## src/tlb_sync_regs.svh

```systemverilog
// Register offsets, field positions, reset values and counts for the translation result and TLB sync block
`ifndef TLB_SYNC_REGS_SVH
`define TLB_SYNC_REGS_SVH

// ==========================================
// Register byte offsets
`define OFF_RESULT_LO 8'h00
`define OFF_RESULT_HI 8'h04
`define OFF_SYNC_COMMAND 8'h08
`define OFF_SYNC_STATUS 8'h0C
`define OFF_ALIAS_COMMAND 8'h10
`define OFF_ALIAS_STATUS 8'h14

// ==========================================
// Result field positions, success layout
`define RES_ATTR_HI 63
`define RES_ATTR_LO 56
`define RES_ADDR_HI 39
`define RES_ADDR_LO 12
`define RES_IMPL_BIT 10
`define RES_SECATTR_BIT 9
`define RES_SHARE_HI 8
`define RES_SHARE_LO 7
`define RES_FAULT_BIT 0

// ==========================================
// Result field positions, fault layout
`define RES_LEVEL_HI 33
`define RES_LEVEL_LO 32
`define RES_MISSING_BIT 30
`define RES_INVCTX_BIT 29
`define RES_LOCK_BIT 6
`define RES_MULTI_BIT 5
`define RES_EXT_BIT 4
`define RES_PERM_BIT 3
`define RES_ACCFLAG_BIT 2
`define RES_MAPPING_BIT 1

// ==========================================
// Reset values and counts
`define RESULT_RESET 64'h0000_0000_0000_0000
`define STATUS_ACTIVE_BIT 0
`define PENDING_WIDTH 4
`define BANK_COUNT 2

`endif

```

## src/tlb_sync_pkg.sv

```systemverilog
// Types shared by the translation result and TLB sync block
package tlb_sync_pkg;

	// ==========================================
	// Avalon-MM request carried as one bundle
	typedef struct packed {
		logic read;
		logic write;
		logic [7:0] address;
		logic [31:0] writedata;
		logic [3:0] byteenable;
	} bus_req_t;

	// ==========================================
	// Completed translation reported by the walker
	typedef struct packed {
		logic done;
		logic bank_secure;
		logic fault;
		logic [7:0] result_memory_attributes;
		logic [27:0] physical_address_field;
		logic security_attribute_bit;
		logic impl_defined_bit;
		logic [1:0] shareability_field;
		logic [1:0] walk_level;
		logic missing_bank_fault;
		logic invalid_context_flag;
		logic lock_fault_flag;
		logic multi_match_fault;
		logic external_fault_flag;
		logic permission_fault_flag;
		logic access_flag_error;
		logic mapping_fault_flag;
	} xlat_result_t;

	// ==========================================
	// TLB invalidate progress events, one bit per bank (1 = secure)
	typedef struct packed {
		logic [1:0] start;
		logic [1:0] done;
	} inval_event_t;

	// Per-bank synchronisation state
	typedef enum logic [0:0] {
		SYNC_IDLE,
		SYNC_DRAIN
	} sync_state_t;

endpackage

```

## src/translation_result_tlb_sync.sv

```systemverilog
// Global translation result registers and global TLB invalidate synchronisation, banked by security state
//
// Added by the designer: the Avalon-MM slave port and the address map.
`timescale 1ns/1ps
`include "tlb_sync_regs.svh"

module translation_result_tlb_sync
	import tlb_sync_pkg::*;
#(
	parameter int PEND_W = `PENDING_WIDTH
)
(
	// Clock and reset
	input wire logic clock,
	input wire logic rstn,
	// Avalon-MM slave
	input wire bus_req_t bus_req,
	input wire logic bus_secure,
	output logic [31:0] readdata,
	output logic waitrequest,
	// Translation walker results
	input wire xlat_result_t xlat,
	// TLB invalidate progress
	input wire inval_event_t inval,
	// Sync activity per bank, bit 1 secure
	output logic [1:0] sync_busy
);

	// ==========================================
	// Storage
	logic [63:0] result [`BANK_COUNT];
	logic [PEND_W-1:0] pending [`BANK_COUNT];
	logic [PEND_W-1:0] drain [`BANK_COUNT];
	sync_state_t sync_state [`BANK_COUNT];
	logic [1:0] active;
	logic [1:0] cmd_hit;
	logic [1:0] upd_ok;
	logic [1:0] upd_fault;
	logic bus_take;
	logic own_active;
	logic [31:0] next_readdata;

	// A request is taken on the edge where waitrequest is already low
	assign bus_take = (bus_req.read | bus_req.write) & ~waitrequest;

	// Activity of the copy that the current access selects, kept for the status check
	assign own_active = active[bus_secure];

	// ==========================================
	// Result formatting
	function automatic logic [63:0] format_result(input xlat_result_t r, input logic secure_bank);
		logic [63:0] v;
		v = `RESULT_RESET;
		if (r.fault)
		begin
			v[`RES_LEVEL_HI:`RES_LEVEL_LO] = r.walk_level;
			v[`RES_MISSING_BIT] = r.missing_bank_fault;
			v[`RES_INVCTX_BIT] = r.invalid_context_flag;
			v[`RES_LOCK_BIT] = r.lock_fault_flag;
			v[`RES_MULTI_BIT] = r.multi_match_fault;
			v[`RES_EXT_BIT] = r.external_fault_flag;
			v[`RES_PERM_BIT] = r.permission_fault_flag;
			v[`RES_ACCFLAG_BIT] = r.access_flag_error;
			v[`RES_MAPPING_BIT] = r.mapping_fault_flag;
			v[`RES_FAULT_BIT] = 1'b1;
		end
		else
		begin
			v[`RES_ATTR_HI:`RES_ATTR_LO] = r.result_memory_attributes;
			v[`RES_ADDR_HI:`RES_ADDR_LO] = r.physical_address_field;
			v[`RES_IMPL_BIT] = r.impl_defined_bit;
			// Non-secure copy never exposes the entry security attribute
			v[`RES_SECATTR_BIT] = secure_bank & r.security_attribute_bit;
			v[`RES_SHARE_HI:`RES_SHARE_LO] = r.shareability_field;
			v[`RES_FAULT_BIT] = 1'b0;
		end
		return v;
	endfunction

	// ==========================================
	// Command decode: own bank by access security, alias reaches non-secure copy
	always_comb
	begin
		cmd_hit = 2'b00;
		if (bus_take && bus_req.write)
		begin
			if (bus_req.address == `OFF_SYNC_COMMAND)
				cmd_hit[bus_secure] = 1'b1;
			else if (bus_req.address == `OFF_ALIAS_COMMAND && bus_secure)
				cmd_hit[0] = 1'b1;
		end
	end

	// ==========================================
	// Per-bank result copy, invalidate tracking and sync machine
	genvar b;
	generate
		for (b = 0; b < `BANK_COUNT; b++)
		begin : g_bank
			logic is_secure;
			assign is_secure = (b == 1);
			assign upd_ok[b] = xlat.done & (xlat.bank_secure == is_secure) & ~xlat.fault;
			assign upd_fault[b] = xlat.done & (xlat.bank_secure == is_secure) & xlat.fault;
			assign active[b] = (sync_state[b] == SYNC_DRAIN);

			// Latest translation outcome for this security state
			always_ff @(posedge clock or negedge rstn)
			begin
				if (!rstn)
					result[b] <= `RESULT_RESET;
				else if (xlat.done && xlat.bank_secure == is_secure)
					result[b] <= format_result(xlat, is_secure);
			end

			// Invalidates accepted but not finished; a stray completion is ignored
			always_ff @(posedge clock or negedge rstn)
			begin
				if (!rstn)
					pending[b] <= '0;
				else if (inval.start[b] && !(inval.done[b] && pending[b] != '0))
					pending[b] <= pending[b] + PEND_W'(1);
				else if (!inval.start[b] && inval.done[b] && pending[b] != '0)
					pending[b] <= pending[b] - PEND_W'(1);
			end

			// Sync drains only invalidates accepted before the command, assuming in-order completion
			always_ff @(posedge clock or negedge rstn)
			begin
				if (!rstn)
				begin
					sync_state[b] <= SYNC_IDLE;
					drain[b] <= '0;
				end
				else if (cmd_hit[b])
				begin
					// A repeated command snapshots again, which covers the older one too
					sync_state[b] <= SYNC_DRAIN;
					if (inval.done[b] && pending[b] != '0)
						drain[b] <= pending[b] - PEND_W'(1);
					else
						drain[b] <= pending[b];
				end
				else
				begin
					case (sync_state[b])
						SYNC_IDLE:
							drain[b] <= '0;
						SYNC_DRAIN:
						begin
							if (drain[b] == '0)
								sync_state[b] <= SYNC_IDLE;
							else if (inval.done[b])
								drain[b] <= drain[b] - PEND_W'(1);
						end
						default:
							sync_state[b] <= SYNC_IDLE;
					endcase
				end
			end
		end
	endgenerate

	// ==========================================
	// Read data selection; unmapped and write-only offsets read as zero
	always_comb
	begin
		next_readdata = 32'h0000_0000;
		case (bus_req.address)
			`OFF_RESULT_LO:
				next_readdata = result[bus_secure][31:0];
			`OFF_RESULT_HI:
				next_readdata = result[bus_secure][63:32];
			`OFF_SYNC_STATUS:
				next_readdata[`STATUS_ACTIVE_BIT] = active[bus_secure];
			`OFF_ALIAS_STATUS:
				next_readdata[`STATUS_ACTIVE_BIT] = bus_secure & active[0];
			default:
				next_readdata = 32'h0000_0000;
		endcase
	end

	// ==========================================
	// Bus handshake: one wait cycle, then a one-cycle acknowledge
	always_ff @(posedge clock or negedge rstn)
	begin
		if (!rstn)
			waitrequest <= 1'b1;
		else if ((bus_req.read || bus_req.write) && waitrequest)
			waitrequest <= 1'b0;
		else
			waitrequest <= 1'b1;
	end

	// Read data is loaded together with the acknowledge and held afterwards
	always_ff @(posedge clock or negedge rstn)
	begin
		if (!rstn)
			readdata <= 32'h0000_0000;
		else if (bus_req.read && waitrequest)
			readdata <= next_readdata;
	end

	// Registered copy of activity for hardware observers
	always_ff @(posedge clock or negedge rstn)
	begin
		if (!rstn)
			sync_busy <= 2'b00;
		else
			sync_busy <= {(cmd_hit[1] | (active[1] & ~(drain[1] == '0))), (cmd_hit[0] | (active[0] & ~(drain[0] == '0)))};
	end
endmodule

```

## config.mk

```make
export PLATFORM = sky130hd
export DESIGN_NAME = translation_result_tlb_sync
export DESIGN_NICKNAME = d
export VERILOG_FILES = /design/src/tlb_sync_pkg.sv /design/src/translation_result_tlb_sync.sv
export VERILOG_INCLUDE_DIRS = /design/src /design/src/src
export SDC_FILE = /design/constraint.sdc
export NUM_CORES = 1
export LEC_CHECK = 0
export BUFFER_PORTS_ARGS = -buffer_cell sky130_fd_sc_hd__buf_2
export CORE_ASPECT_RATIO = 0.75
export CORE_MARGIN = 2
export CORE_UTILIZATION = 55
export DETAILED_ROUTE_END_ITERATION = 10
export MAX_ROUTING_LAYER = met4
export PLACE_DENSITY = 0.88
export SLEW_MARGIN = 10
export SYNTH_ARGS = -nofsm -noshare
export SYNTH_HDL_FRONTEND = slang
export SYNTH_SLANG_ARGS = --single-unit
```

## constraint.sdc

```tcl
create_clock -name clock -period 2.8 [get_ports clock]
set_input_delay 0.56 -clock clock [delete_from_list [all_inputs] [get_ports clock]]
set_output_delay 0.56 -clock clock [all_outputs]
set_load 0.05 [all_outputs]
```

==> results_tabular.tex <==
\begin{tabular}{lr}
\hline
Metric & Value \\
\hline
\multicolumn{2}{l}{\textbf{Run status}} \\
Outcome & finished, final reports clean \\
\multicolumn{2}{l}{\textbf{Die}} \\
Die outline height & 99.3 um \\
Row count & 34 \\
Area enclosed by the die boundary & 13000 um2 \\
Die span in x & $\sim$130 um \\
Floorplan core area & 11700 um2 \\
Initial standard-cell utilization of the core & a little under three fifths \\
I/O pins & 141 \\
\multicolumn{2}{l}{\textbf{Synthesis}} \\
Post-synth top area share & between 50\% and 60\% \\
Adder-cell area share of the yosys netlist & around 1.8\% \\
Simple-gate portion of the synthesized area & $\sim$16\% \\
Post-synthesis compound-gate area fraction & between 10 and 15\% \\
Number of instances in the synthesized netlist & between 600 and 700 \\
EDFF count, synth & 0 \\
Unique masters post-synth & between 40 and 50 \\
Proportion of synthesized chip area in sequential cells & roughly 54\% \\
Share of cell area taken by muxes after synthesis & roughly 11\% \\
Mean instance size in the synthesized netlist & 10.1 um2 \\
Post-synth ARST share & between 90\% and 100\% \\
Xor and xnor fraction of the mapped netlist area & less than 1\% \\
Ys Warns & 0 \\
Largest family of logic cells by synthesized area & simple AND/OR/NAND/NOR gates \\
Most common flop cell mapped by yosys & sky130\_fd\_sc\_hd\_\_dfrtp\_1 \\
Number of synthesized register bits & roughly 140 \\
Biggest area consumer among synthesized cells & sky130\_fd\_sc\_hd\_\_dfrtp\_1 \\
Top area cells in the synthesized netlist & sky130\_fd\_sc\_hd\_\_dfrtp\_1, sky130\_fd\_sc\_hd\_\_mux2i\_1, sky130\_fd\_sc\_hd\_\_o21ai\_0 \\
Post-Synthesis Cell Area & about 6700 um2 \\
Net count of the mapped netlist & just under 800 \\
\multicolumn{2}{l}{\textbf{Pwr}} \\
Post-route total power & between 5 and 6 mW \\
Switching part of the total power & a little over a quarter \\
Clock network fraction of total power & approximately 40\% \\
Share of power burned in combinational logic & roughly 15\% \\
Leakage component of the power & slightly below 4 nW \\
Power per cell area & roughly 700 nW/um2 \\
NetSw & roughly 1.5 mW \\
Seq pwr share & 44.1\% \\
Peak supply drop & between 0.0004 and 0.0005 V \\
Design internal power & 4.04 mW \\
\multicolumn{2}{l}{\textbf{Routing}} \\
Post-detailed-route via-to-cell ratio & 5.64 \\
DRT antenna net count & 0 \\
Routed wire length per instance & 16.8 um \\
Router iterations before antenna repair & 5 \\
Post-route DRC violation count & 0 \\
Via total after detailed routing & 5219 \\
Starting DRT DRC Count & 397 \\
Routed Wire Length & roughly 16000 um \\
\multicolumn{2}{l}{\textbf{CTS}} \\
Root buf cell & sky130\_fd\_sc\_hd\_\_clkbuf\_16 \\
CTS H-tree depth & 4 \\
Clock buffer count from CTS & 17 \\
Clock tree from TritonCTS & built \\
TritonCTS Sinks & between 100 and 150 \\
Cells resized by post-CTS repair & 0 \\
Worst-Skew Late Latency & a little over 0.4 ns \\
Number of post-CTS setup repair buffers & 0 \\
Clock-pin transition on the worst setup and hold timing paths & 0.07 ns \\
Hold bufs inserted after CTS & 0 \\
Clock buffer depth & 2 \\
\multicolumn{2}{l}{\textbf{Timing}} \\
Maximum clock skew at final layout & approximately 0.010 ns \\
Number of hold violations in the final report & 0 \\
Crit path time final & 2.13 ns \\
Setup tns final & 0 ns \\
Transition time at the pin with the least slew margin & approximately 0.86 ns \\
Post-route fraction of the period consumed by the critical path & approximately three quarters \\
Worst max-slew margin expressed relative to the limit & between 40\% and 50\% \\
RSZ-0062 raised after global routing & no \\
Fin. max-slew vios & 0 \\
Setup violators final & 0 \\
Fmax achieved & about 0.47 GHz \\
\multicolumn{2}{l}{\textbf{Worst setup path}} \\
Most frequent CP cell & sky130\_fd\_sc\_hd\_\_inv\_1 \\
Critical Path Source Type & register \\
Reg-to-reg setup timing slack & approximately 0.67 ns \\
Critical R2R Launch & pending[1] \\
Required @ worst endpoint & about 3.1 ns \\
Worst Setup End Kind & register \\
Critical path's slowest cell & sky130\_fd\_sc\_hd\_\_o31ai\_1 \\
Dominant delay contributor by cell family on the critical path & compound AO/OA/AOI/OAI gates \\
Data arrival time of the critical path & between 2 and 2.5 ns \\
Startpoint of the most critical setup path & pending[1] \\
Worst-path fanout max & 6 \\
Cell Chain, Critical Path & inv\_1 -> ha\_1 -> inv\_1 -> o31ai\_1 -> mux2\_2 -> mux2i\_1 \\
Worst Setup Path Type & register to register \\
Number of buffers and inverters on the critical path & 2 \\
Critical Path Max Stage Delay & $\sim$0.71 ns \\
\multicolumn{2}{l}{\textbf{Placement}} \\
Port Buffers & 103 \\
Routability cong. & 0.817 \\
HPWL reported at the end of detailed placement & around 10000 um \\
\multicolumn{2}{l}{\textbf{Hold path}} \\
Class of the tightest hold or removal check & primary input to asynchronous set/reset pin \\
\multicolumn{2}{l}{\textbf{Finish}} \\
Share of final-layout standard cells stronger than drive strength 1 & 21.5\% \\
Leading cell type in the layout, fill and taps excluded & sky130\_fd\_sc\_hd\_\_dfrtp\_1 \\
Total area of multi-input combinational cells & $\sim$2900 um2 \\
Most frequent cells in the layout & sky130\_fd\_sc\_hd\_\_dfrtp\_1, sky130\_fd\_sc\_hd\_\_nand2\_1, sky130\_fd\_sc\_hd\_\_o21ai\_0 \\
Area taken by flip-flops and latches & between 3000 and 4000 um2 \\
Final net count & 863 \\
Area delta synth->final & 18.7\% \\
Number of fill cells in the layout & between 800 and 900 \\
\multicolumn{2}{l}{\textbf{Global routing}} \\
Vias in the first global route & about 5200 \\
Wire length of the first global-routing pass & 26000 um \\
Initial antenna violation count & 1 \\
Pin count of the biggest net entering global routing & 95 \\
Total global routing track utilization & between 20\% and 30\% \\
Global-route congestion overflow total & 0 \\
\multicolumn{2}{l}{\textbf{Job}} \\
Count of maximum capacitance violations & 0 \\
\hline
\end{tabular}
layout make-up:
cell class,count,share of cell area (%)
Tap cell,162,2.56
Sequential cell,143,45.2
Multi-Input combinational cell,463,36.1
Timing Repair Buffer,113,8.02
Clock inverter,13,2.06
Clock buffer,19,5.47
Inverter,11,0.522
Antenna cell,1,0.0316
cell usage after synthesis, types with 5 or more instances:
| cell | instances |
|---|---|
| sky130_fd_sc_hd__buf_2 | 6 |
| sky130_fd_sc_hd__o22ai_1 | 18 |
| sky130_fd_sc_hd__nand2_1 | 131 |
| sky130_fd_sc_hd__nand4_1 | 5 |
| sky130_fd_sc_hd__ha_1 | 8 |
| sky130_fd_sc_hd__inv_1 | 11 |
| sky130_fd_sc_hd__buf_1 | 6 |
| sky130_fd_sc_hd__o21ai_1 | 10 |
| sky130_fd_sc_hd__nand2b_1 | 40 |
| sky130_fd_sc_hd__mux2_2 | 8 |
| sky130_fd_sc_hd__mux2i_1 | 60 |
| sky130_fd_sc_hd__a21oi_1 | 8 |
| sky130_fd_sc_hd__a22o_1 | 15 |
| sky130_fd_sc_hd__nor3_1 | 5 |
| sky130_fd_sc_hd__o21ai_0 | 106 |
| sky130_fd_sc_hd__dfrtp_1 | 142 |
| sky130_fd_sc_hd__clkbuf_1 | 30 |
| sky130_fd_sc_hd__nor2_1 | 5 |
sequential cells by signal (all words and copies together), names as in the netlist:
register     flops
result          93
drain            8
readdata        31
sync_busy        2
waitrequest      1
pending          8
through the flow:
stage               std cells  setup WS [ns]  cell area [um2]  hold slack [ns]  utilization, %
CTS                       924          0.671             7910            0.256            67.6
floorplan                 662          0.907             6660            0.264               -
detailed placement        892          0.643             7310            0.466            62.5
finish                    925          0.669             7910            0.209            67.6
global route              925          0.478             7910            0.286            67.6
global placement          892          0.746             7310            0.460            62.5
cell families after synthesis:
family                     Yosys count
xor gates and xnor gates             7
muxes                               69
adders and majority gates           10
and+or+nand+nor                    213
other                                1
buffers and inverters               56
AOI/OAI and AO/OA                  163
DFF                                143
worst reg2reg max path, stage by stage (launching register included):
cell and delay, ns:
sky130_fd_sc_hd__dfrtp_1 0.42, sky130_fd_sc_hd__inv_1 0.12, sky130_fd_sc_hd__ha_1 0.23, sky130_fd_sc_hd__inv_1 0.06, sky130_fd_sc_hd__o31ai_1 0.71, sky130_fd_sc_hd__mux2_2 0.41
sky130_fd_sc_hd__mux2i_1 0.11
path summary, 6_finish.rpt:
| check | end | depth (start not counted) |
|---|---|---|
| worst max-delay path | drain[1] | 6 |
| worst min-delay path | pending[3] | 1 |
| worst max register to register | drain[1] | 6 |
| worst min register to register | readdata[13] | 2 |
| max in group asynchronous | result[74] | 2 |
| min in group clock | waitrequest | 2 |
routing by layer:
layer | track usage (%) | share of wire [%] | vias up
met3 | 6.12 | 6.2 | 12
met4 | 6.44 | 0.66 | 0
met1 | 36.1 | 46 | 2534
met5 | - | 0 | -
li1 | - | - | 2465
met2 | 39.5 | 47 | 208
power by group through the flow:
stage	logic, mW	clock network, mW	registers (mW)
after global placement	0.770	0	2.46
after CTS	0.837	2.29	2.45
final	0.835	2.27	2.46
after floorplan	0.593	0	2.44
after detailed placement	0.829	0	2.48
after global routing	0.944	2.40	2.48
Note: power is estimated with default switching activity, not from simulation.
